### src/rtl/cfc_pkg.sv
// package for the comparator output filter control block
// assumes a single bus clock domain and a plain register port
package cfc_pkg;
    // register map
    localparam logic [7:0] CTRL_ZERO_OFFSET = 8'h00;
    localparam logic [7:0] CTRL_ZERO_RESET = 8'h00;
    localparam logic [7:0] CTRL_ZERO_WMASK = 8'h73;
    localparam logic [7:0] UNMAPPED_READ = 8'h00;
    // field positions
    localparam int CNT_LSB = 4;
    localparam int CNT_MSB = 6;
    localparam int HYST_LSB = 0;
    localparam int HYST_MSB = 1;
    // filter count codes
    localparam logic [2:0] CNT_OFF = 3'h0;
    localparam logic [2:0] CNT_ONE = 3'h1;
    localparam logic [2:0] CNT_ZERO3 = 3'h0;
    localparam logic [2:0] CNT_STEP = 3'h1;

    // register bus request
    typedef struct packed {
        logic [7:0] addr;
        logic [7:0] wdata;
        logic wr;
        logic rd;
    } cfc_bus_req_s;

    // analog side inputs
    typedef struct packed {
        logic raw_windowed_compare_out;
        logic external_sample_mode;
        logic sample_pulse;
    } cfc_analog_in_s;
endpackage

### src/rtl/cfc_sample_filter.sv
// consecutive sample agreement filter
// assumes sample strobes are one bus clock wide and synchronous to clk_in
module cfc_sample_filter (
    input wire logic clk_in,
    input wire logic arst_n_in,
    input wire logic sample_in,
    input wire logic data_in,
    input wire logic [2:0] count_in,
    output logic filt_out
);
    logic [2:0] run;
    logic [2:0] next_run;
    logic last;
    logic next_last;
    logic filt;
    logic next_filt;

    // count agreeing samples and accept the new state once enough agree
    always_comb begin
        next_run = run;
        next_last = last;
        next_filt = filt;
        if (sample_in) begin
            next_last = data_in;
            if (data_in == filt) begin
                next_run = cfc_pkg::CNT_ZERO3;
            end else if (data_in != last || run == cfc_pkg::CNT_ZERO3) begin
                next_run = cfc_pkg::CNT_STEP; // first disagreeing sample
            end else begin
                next_run = run + cfc_pkg::CNT_STEP;
            end
            if (data_in != filt && next_run >= count_in) begin
                next_filt = data_in;
                next_run = cfc_pkg::CNT_ZERO3;
            end
        end
    end

    // state registers
    always_ff @(posedge clk_in or negedge arst_n_in) begin
        if (!arst_n_in) begin
            run <= cfc_pkg::CNT_ZERO3;
            last <= 1'b0;
            filt <= 1'b0;
        end else begin
            run <= next_run;
            last <= next_last;
            filt <= next_filt;
        end
    end

    assign filt_out = filt;
endmodule

### src/rtl/cfc_top.sv
// comparator control register zero with output sample filter
// assumes the analog block's raw output and sample pulse are synchronous to clk_in

// Operation
// - bits 7, 3 and 2 are reserved and always read zero
// - bits 6 to 4 set consecutive agreeing samples needed by the filter
// - count zero bypasses filter; output zero in sample mode, else raw output
// - count one simply samples the comparator output
// - counts two to seven need that many agreeing samples
// - bits 1 to 0 select hysteresis level zero to three
// - sample from external input in sample mode, else divided bus clock
// - filtered result is re-registered in the bus clock, one clock late
module cfc_top (
    input wire logic clk_in,
    input wire logic arst_n_in,
    input wire cfc_pkg::cfc_bus_req_s bus_in,
    input wire cfc_pkg::cfc_analog_in_s analog_in,
    input wire logic divided_clock_tick_in,
    output logic [7:0] rdata_out,
    output logic [1:0] hysteresis_level_select_out,
    output logic filtered_compare_out
);
    logic [7:0] comparator_control_zero;
    logic [7:0] next_ctrl;
    logic [7:0] next_rdata;
    logic next_out;
    logic [2:0] filter_sample_count;
    logic sample_strobe;
    logic filt;

    assign filter_sample_count = comparator_control_zero[cfc_pkg::CNT_MSB:cfc_pkg::CNT_LSB];
    assign sample_strobe = analog_in.external_sample_mode ? analog_in.sample_pulse
                                                          : divided_clock_tick_in;

    // register write and read data
    always_comb begin
        next_ctrl = comparator_control_zero;
        next_rdata = cfc_pkg::UNMAPPED_READ;
        if (bus_in.wr && bus_in.addr == cfc_pkg::CTRL_ZERO_OFFSET) begin
            next_ctrl = bus_in.wdata & cfc_pkg::CTRL_ZERO_WMASK;
        end
        if (bus_in.rd && bus_in.addr == cfc_pkg::CTRL_ZERO_OFFSET) begin
            next_rdata = comparator_control_zero & cfc_pkg::CTRL_ZERO_WMASK;
        end
    end

    // output select: bypass or filtered
    always_comb begin
        if (filter_sample_count == cfc_pkg::CNT_OFF) begin
            next_out = analog_in.external_sample_mode ? 1'b0
                                                      : analog_in.raw_windowed_compare_out;
        end else begin
            next_out = filt;
        end
    end

    cfc_sample_filter u_filter (
        .clk_in(clk_in),
        .arst_n_in(arst_n_in),
        .sample_in(sample_strobe),
        .data_in(analog_in.raw_windowed_compare_out),
        .count_in(filter_sample_count),
        .filt_out(filt)
    );

    // registers
    always_ff @(posedge clk_in or negedge arst_n_in) begin
        if (!arst_n_in) begin
            comparator_control_zero <= cfc_pkg::CTRL_ZERO_RESET;
            rdata_out <= cfc_pkg::UNMAPPED_READ;
            hysteresis_level_select_out <= 2'h0;
            filtered_compare_out <= 1'b0;
        end else begin
            comparator_control_zero <= next_ctrl;
            rdata_out <= next_rdata;
            hysteresis_level_select_out <= next_ctrl[cfc_pkg::HYST_MSB:cfc_pkg::HYST_LSB];
            filtered_compare_out <= next_out;
        end
    end

    // assertions
    // reserved bits read back as zero
    property p_reserved_zero;
        @(posedge clk_in) disable iff (!arst_n_in)
        $past(bus_in.rd) |-> (rdata_out[7] == 1'b0 && rdata_out[3:2] == 2'h0);
    endproperty
    a_reserved_zero: assert property (p_reserved_zero) else $error("reserved bit read one");

    // a register write stores the writable fields only
    property p_write_takes;
        @(posedge clk_in) disable iff (!arst_n_in)
        (bus_in.wr && bus_in.addr == cfc_pkg::CTRL_ZERO_OFFSET)
            |=> comparator_control_zero == ($past(bus_in.wdata) & cfc_pkg::CTRL_ZERO_WMASK);
    endproperty
    a_write_takes: assert property (p_write_takes) else $error("write not taken");

    // the hysteresis output takes the written level at the write edge
    property p_hyst;
        @(posedge clk_in) disable iff (!arst_n_in)
        (bus_in.wr && bus_in.addr == cfc_pkg::CTRL_ZERO_OFFSET)
            |=> hysteresis_level_select_out
                == $past(bus_in.wdata[cfc_pkg::HYST_MSB:cfc_pkg::HYST_LSB]);
    endproperty
    a_hyst: assert property (p_hyst) else $error("hysteresis mismatch");

    // bypass in external sample mode drives zero
    property p_bypass_se;
        @(posedge clk_in) disable iff (!arst_n_in)
        (filter_sample_count == cfc_pkg::CNT_OFF && analog_in.external_sample_mode)
            |=> !filtered_compare_out;
    endproperty
    a_bypass_se: assert property (p_bypass_se) else $error("bypass not zero");

    // bypass otherwise passes the raw output one clock later
    property p_bypass_raw;
        @(posedge clk_in) disable iff (!arst_n_in)
        (filter_sample_count == cfc_pkg::CNT_OFF && !analog_in.external_sample_mode)
            |=> filtered_compare_out == $past(analog_in.raw_windowed_compare_out);
    endproperty
    a_bypass_raw: assert property (p_bypass_raw) else $error("bypass not raw");

    // filtered state reaches the output one clock later
    property p_filter_latency;
        @(posedge clk_in) disable iff (!arst_n_in)
        (filter_sample_count != cfc_pkg::CNT_OFF) |=> filtered_compare_out == $past(filt);
    endproperty
    a_filter_latency: assert property (p_filter_latency) else $error("filter latency");

    // count one takes every sample
    property p_one_sample;
        @(posedge clk_in) disable iff (!arst_n_in)
        (filter_sample_count == cfc_pkg::CNT_ONE && sample_strobe)
            |=> filt == $past(analog_in.raw_windowed_compare_out);
    endproperty
    a_one_sample: assert property (p_one_sample) else $error("sampler failed");

    // the filter only moves on a sample strobe
    property p_no_change_without_sample;
        @(posedge clk_in) disable iff (!arst_n_in)
        !sample_strobe |=> $stable(filt);
    endproperty
    a_no_change_without_sample: assert property (p_no_change_without_sample)
        else $error("filter moved without sample");

    // count two never changes on the first differing sample
    property p_two_needed;
        @(posedge clk_in) disable iff (!arst_n_in)
        (filter_sample_count == 3'h2 && sample_strobe
            && analog_in.raw_windowed_compare_out != filt && u_filter.run == 3'h0)
            |=> $stable(filt);
    endproperty
    a_two_needed: assert property (p_two_needed) else $error("changed on first sample");

    // a register read returns both fields
    property p_rdata_fields;
        @(posedge clk_in) disable iff (!arst_n_in)
        (bus_in.rd && bus_in.addr == cfc_pkg::CTRL_ZERO_OFFSET)
            |=> (rdata_out[cfc_pkg::CNT_MSB:cfc_pkg::CNT_LSB] == $past(filter_sample_count)
                && rdata_out[cfc_pkg::HYST_MSB:cfc_pkg::HYST_LSB]
                    == $past(hysteresis_level_select_out));
    endproperty
    a_rdata_fields: assert property (p_rdata_fields) else $error("read data wrong");

    // read data stand one clock and are zero otherwise
    property p_rdata_idle;
        @(posedge clk_in) disable iff (!arst_n_in)
        !bus_in.rd |=> rdata_out == cfc_pkg::UNMAPPED_READ;
    endproperty
    a_rdata_idle: assert property (p_rdata_idle) else $error("read data not cleared");

    // reads of other offsets return zero
    property p_unmapped_read;
        @(posedge clk_in) disable iff (!arst_n_in)
        (bus_in.rd && bus_in.addr != cfc_pkg::CTRL_ZERO_OFFSET)
            |=> rdata_out == cfc_pkg::UNMAPPED_READ;
    endproperty
    a_unmapped_read: assert property (p_unmapped_read) else $error("unmapped read not zero");

    // without a register write the control fields hold
    property p_hold_ctrl;
        @(posedge clk_in) disable iff (!arst_n_in)
        !(bus_in.wr && bus_in.addr == cfc_pkg::CTRL_ZERO_OFFSET)
            |=> $stable(comparator_control_zero);
    endproperty
    a_hold_ctrl: assert property (p_hold_ctrl) else $error("control moved without write");

    // the hysteresis level only moves on a register write
    property p_hyst_hold;
        @(posedge clk_in) disable iff (!arst_n_in)
        !(bus_in.wr && bus_in.addr == cfc_pkg::CTRL_ZERO_OFFSET)
            |=> $stable(hysteresis_level_select_out);
    endproperty
    a_hyst_hold: assert property (p_hyst_hold) else $error("hysteresis moved");

    // in external sample mode divided ticks are ignored
    property p_ext_ignores_tick;
        @(posedge clk_in) disable iff (!arst_n_in)
        (analog_in.external_sample_mode && !analog_in.sample_pulse)
            |=> $stable(filt);
    endproperty
    a_ext_ignores_tick: assert property (p_ext_ignores_tick) else $error("tick used");

    // outside external sample mode the sample input is ignored
    property p_int_ignores_pulse;
        @(posedge clk_in) disable iff (!arst_n_in)
        (!analog_in.external_sample_mode && !divided_clock_tick_in)
            |=> $stable(filt);
    endproperty
    a_int_ignores_pulse: assert property (p_int_ignores_pulse) else $error("pulse used");

    // samples equal to the output leave it alone
    property p_agree_holds;
        @(posedge clk_in) disable iff (!arst_n_in)
        (sample_strobe && analog_in.raw_windowed_compare_out == filt)
            |=> $stable(filt);
    endproperty
    a_agree_holds: assert property (p_agree_holds) else $error("moved on equal sample");

    // a run shorter than the count never changes the output
    property p_short_run;
        @(posedge clk_in) disable iff (!arst_n_in)
        (sample_strobe && analog_in.raw_windowed_compare_out != filt
            && u_filter.run + cfc_pkg::CNT_STEP < filter_sample_count)
            |=> $stable(filt);
    endproperty
    a_short_run: assert property (p_short_run) else $error("changed before count");

    // the sample that completes the run changes the output
    property p_flip_on_count;
        @(posedge clk_in) disable iff (!arst_n_in)
        (sample_strobe && analog_in.raw_windowed_compare_out != filt
            && analog_in.raw_windowed_compare_out == u_filter.last
            && u_filter.run + cfc_pkg::CNT_STEP == filter_sample_count)
            |=> filt == $past(analog_in.raw_windowed_compare_out);
    endproperty
    a_flip_on_count: assert property (p_flip_on_count) else $error("no change at count");
endmodule

### config.mk
export PLATFORM = sky130hd
export DESIGN_NAME = cfc_top
export DESIGN_NICKNAME = d
export VERILOG_FILES = /design/src/rtl/cfc_pkg.sv /design/src/rtl/cfc_sample_filter.sv /design/src/rtl/cfc_top.sv
export SDC_FILE = /design/constraint.sdc
export NUM_CORES = 1
export LEC_CHECK = 0
export ABC_CLOCK_PERIOD_IN_PS = 2500
export BUFFER_PORTS_ARGS = -buffer_cell sky130_fd_sc_hd__buf_2
export CORE_UTILIZATION = 46
export CTS_CLUSTER_SIZE = 28
export DETAILED_ROUTE_END_ITERATION = 8
export PLACE_DENSITY_LB_ADDON = 0.15
export SYNTH_ARGS = -nofsm -noshare
export SYNTH_HDL_FRONTEND = slang
export SYNTH_SLANG_ARGS = --single-unit
### constraint.sdc
create_clock -name clk_in -period 2.5 [get_ports clk_in]
set_input_delay 0 -clock clk_in [delete_from_list [all_inputs] [get_ports clk_in]]
set_output_delay 0 -clock clk_in [all_outputs]
set_load 0.05 [all_outputs]
# Word level (Yosys, flattened, before mapping)
# Cells that the tools add are included.
# word_totals
reg_bits,18
latchBits,0
ramBits,0
romBits,0
input_bits,24
output_inout_bits,11
word_cells,28
n_memories,0
# op_classes
add_sub_neg,1
mul,0
n_div,0
n_lt_le_gt_ge,1
eq_ne,3
shifts,0
muxes,8
bitwise,0
reduce_logical,8
# op_table
operator,n
two-way mux 3 bit,4
logical NOT 8 bit,1
two-way mux 7 bit,1
logical NOT 3 bit,2
"adder 3 x 1 -> 3 bit, second input constant",1
greater-or-equal comparator 3 bit,1
logical AND 1 bit,3
two-way mux 1 bit,3
inequality test 1 bit,2
AND reduction 2 bit,1
equality test 1 bit,1
logical OR 1 bit,1

# Longest topological paths before layout
# depth
word_depth,8
depth_mapped,10
mapped_depth_nobuf,10

# Cells and area by module
# Synthesis repeated with hierarchy kept, for this count alone.
# unflattened
cells_unflattened,82
area_unflattened_um2,870.8
# modules_own_cells
mod,instances,cells_per_inst,area_each_um2,seq_area_each_um2
cfc_top,1,41,483.0,275.3
cfc_sample_filter,1,41,387.9,125.1

# Worst setup path before layout
# OpenSTA, ideal clock, no wires.
# synth_path
kind,register to register
from,reg u_filter.run[0]
to,"reg u_filter.filt, in the netlist u_filter.filt_out"
setup_time_ps,125
arrival_time_ps,1928
slack_ps,447
path_stages_with_launch,11
n_path_buf,0
synth_period_minus_slack_ps,2053
path_cell_list,dfrtp_1 inv_1 ha_1 nor2_1 mux2_2 and2_1 ha_1 a21oi_1 o21ai_0 nand2_1 mux2_2
# synth_via
elab_chain_len,8
# synth_lines
element,line,rtl
"start, declared",cfc_sample_filter.sv:11,logic [2:0] run;
"start signal, assigned",cfc_sample_filter.sv:42,run <= cfc_pkg::CNT_ZERO3;
"start signal, assigned",cfc_sample_filter.sv:46,run <= next_run;
"parallel branches: the longest is 2 deep, another holds adder 3 x 1 -> 3 bit",-,
two-way mux 3 bit *,cfc_sample_filter.sv:27,end else if (data_in != last || run == cfc_pkg::CNT_ZERO3) begin
two-way mux 3 bit *,cfc_sample_filter.sv:25,if (data_in == filt) begin
two-way mux 3 bit *,cfc_sample_filter.sv:23,if (sample_in) begin
greater-or-equal comparator 3 bit *,cfc_sample_filter.sv:32,if (data_in != filt && next_run >= count_in) begin
logical AND 1 bit *,cfc_sample_filter.sv:32,
AND reduction 2 bit (no source line) *,-,
"end signal, assigned",cfc_sample_filter.sv:48,filt <= next_filt;
"end, declared",cfc_sample_filter.sv:15,logic filt;
# Every way passes the cells marked *. The select of a mux whose other input is x is not followed.
# A chain may end at the register's enable or synchronous reset.

# Worst setup path after layout
# Ends and elaborated chain as after synthesis.

==> results.sh <==
export IMPL_postRouteWirelength_mm=1.42
export IMPL_drive_gt1_share_pct=40.9
export IMPL_htree_levels=1
export IMPL_ff2ff_path_depth=10
export IMPL_synth_compound_area_share_pct=4.58
export IMPL_port_buffers=28
export IMPL_multi_input_area_um2=422
export IMPL_syn2layout_area_growth_pct=28.3
export IMPL_vias_per_cell=4.69
export IMPL_tritoncts="yes"
export IMPL_fp_dieH_um=45.6
export IMPL_fillers=152
export IMPL_synth_cells=79
export IMPL_setup_violations=0
export IMPL_numCtsBuffers=3
export IMPL_critPathSlowestCell="dfrtp_1"
export IMPL_regArea_um2=400
export IMPL_syn_area_per_cell_um2=11.1
export IMPL_async_flop_share_pct=100
export IMPL_post_cts_resized=0
export IMPL_grt_max_degree=17
export IMPL_crit_fanout=4
export IMPL_synth_ff_type="dfrtp_1"
export IMPL_yosysMostFrequentCell="dfrtp_1"
export IMPL_hpwl_mm=1.15
export IMPL_required_ns=2.68
export IMPL_dieWidth_um=45.6
export IMPL_grt_ovfl_total=0
export IMPL_antenna_found_initial=0
export IMPL_globalplace_congestion=0.713
export IMPL_grt_total_usage_pct=16.5
export IMPL_skew_ns=0.0122
export IMPL_cts_sinks=16
export IMPL_rsz0062_at_grt="false"
export IMPL_clk_latency_ns=0.28
export IMPL_synth_top_cell_by_area="dfrtp_1"
export IMPL_slowest_delay_ns=0.43
export IMPL_grt_pass1_wl_mm=2.42
export IMPL_synthSimpleGateAreaFrac_pct=19.6
export IMPL_worst_setup_hold_path_clk_slew_ns=0.10
export IMPL_crit_path_end_kind="register"
export IMPL_power_density_mw_per_mm2=494
export IMPL_critPathKind="register to register"
export IMPL_fin_nets=145
export IMPL_hold_ws_ns=0.00341
export IMPL_period_needed_ns=2.20
export IMPL_synthAdderAreaFrac_pct=7.15
export IMPL_power_total_w=0.000555
export IMPL_post_route_period_util_pct=88.2
export IMPL_synthMuxAreaShare_pct=13.6
export IMPL_hold_depth=3
export IMPL_postCtsSetupRepairBufs=0
export IMPL_synth_common_cells="dfrtp_1, nand2_1, inv_1"
export IMPL_ys_seq_area_share_pct=45.8
export IMPL_slew_violations=0
export IMPL_synth_top_family_by_area="simple AND/OR/NAND/NOR gates"
export IMPL_num_vias=657
export IMPL_status="complete, no violations"
export IMPL_worst_pin_slew_ns=0.467
export IMPL_ys_seq_elements=16
export IMPL_synth_area_um2=875
export IMPL_synth_area_leaders="dfrtp_1, mux2_4, ha_1, buf_4, mux2_2"
export IMPL_wl_per_cell_um=10.2
export IMPL_synth_edf_count=0
export IMPL_dr_pass1_iters=3
export IMPL_ioPinCount=35
export IMPL_slew_headroom_pct=67.9
export IMPL_synth_top_area_share_pct=45.8
export IMPL_synth_xor_area_share_pct=2.00
export IMPL_vdd_ir_drop_worst_v=0.000282
export IMPL_cp_arrival_ns=2.38
export IMPL_max_cap_violations=0
export IMPL_path_cells="inv_1 -> ha_1 -> nor2_1 -> mux2_2 -> and2_1 -> ha_1 -> nand2_1 -> o21ai_0 -> nand2_1 -> mux2_2"
export IMPL_ant_nets=0
export IMPL_rows=15
export IMPL_die_area_mm2=0.00208
export IMPL_final_core_util_pct=64.3
export IMPL_ys_warn_count=0
export IMPL_core_area_mm2=0.00175
export IMPL_finalSetupTns_ns=0
export IMPL_hp_class="input port to register"
export IMPL_first_iter_violations=1
export IMPL_drc_errors=0
export IMPL_dp_cells=129
export IMPL_layout_cells_non_filler=140
export IMPL_n_antenna_cell=0
export IMPL_critPathLaunchType="register"
export IMPL_grt_pass1_vias=609
export IMPL_clock_fmax_ghz=0.454
export IMPL_synth_cell_types=27
export IMPL_hold_violations=0
export IMPL_cts_root_buf="clkbuf_4"
export IMPL_leakage_nw=0.617
export IMPL_floorplan_initialDensity_pct=50.1
export IMPL_cts_max_path_buffers=2
==> final timing paths <==
kind | startpoint | endpoint | slack, ns
max | u_filter.run[0] | u_filter.filt_out | 0.30
min | analog_in[1] | filtered_compare_out | 0.003
max reg2reg | u_filter.run[0] | u_filter.filt_out | 0.30
min reg2reg | comparator_control_zero[0] | comparator_control_zero[0] | 0.54
max in group asynchronous | arst_n_in | comparator_control_zero[6] | 2.10
min in group asynchronous | arst_n_in | u_filter.run[2] | 0.14
==> stage by stage <==
step	setup WS, ns	instance area (um^2)
floorplan	0.447	882
CTS	0.268	1120
detailed placement	0.278	1020
global route	0.131	1120
global placement	0.323	1020
finish	0.295	1120
==> layout by cell type, fill, tap and decap left out, types with 2 or more instances in the layout <==
cell type	synthesis	final
and2_1	2	2
and3_2	3	3
buf_2	0	28
clkbuf_4	0	3
conb_1	1	3
dfrtp_1	16	16
dlygate4sd3_1	0	7
ha_1	5	5
inv_1	6	6
mux2_2	3	3
mux2_4	5	5
nand2_1	7	7
nand2b_1	2	2
nand3_1	2	2
nor2_1	3	3
o21ai_0	3	3
o22ai_1	2	2
or4_4	2	2
xor2_1	2	2
==> flip-flops by register name, indices dropped and copies added, names as in the netlist <==
| name | cells |
|---|---|
| comparator_control_zero | 5 |
| filtered_compare_out | 1 |
| rdata_out | 5 |
| u_filter.filt_out | 1 |
| u_filter.last | 1 |
| u_filter.run | 3 |
==> cells by family after synthesis <==
group | count (synthesis)
buffers and inverters | 11
muxes | 9
AOI/OAI and AO/OA | 7
adders and majority gates | 5
other | 1
DFF | 16
and+or+nand+nor | 28
xor gates and xnor gates | 2
==> critical path: cells and delay by family, from the launching register on <==
kind	cells	cell delay, ns
muxes	2	0.55
buffers and inverters	1	0.07
adders and majority gates	2	0.44
DFF	1	0.43
AOI/OAI and AO/OA	1	0.26
and+or+nand+nor	4	0.35
==> what timing repair did <==
action                                 4_1_cts  5_1_grt
hold buffers                                 7        0
endpoints found under the hold margin       25        0
setup endpoints to repair                    0        0
==> layer usage <==
metal  GRT usage, %  vias up  share of wire, %
met2           27.4       24                50
li1               -      336                 -
met1           20.3      295                44
met5              0        -                 0
met4           7.27        0              0.84
met3           3.57        2               4.5
==> power breakdown <==
| part | switching (W) | leakage [nW] | internal, W |
|---|---|---|---|
| clock | 0.0000799 | 0.0210 | 0.0000885 |
| combinational | 0.0000593 | 0.379 | 0.0000462 |
| sequential | 0.0000113 | 0.217 | 0.000270 |
==> cell type report <==
class	count	area share, %
Timing Repair Buffer	35	18.7
Multi-Input combinational cell	54	37.6
Tap cell	25	2.79
Sequential cell	16	35.7
Clock buffer	4	3.23
Inverter	6	2.01
Note: power is estimated with default switching activity, not from simulation.
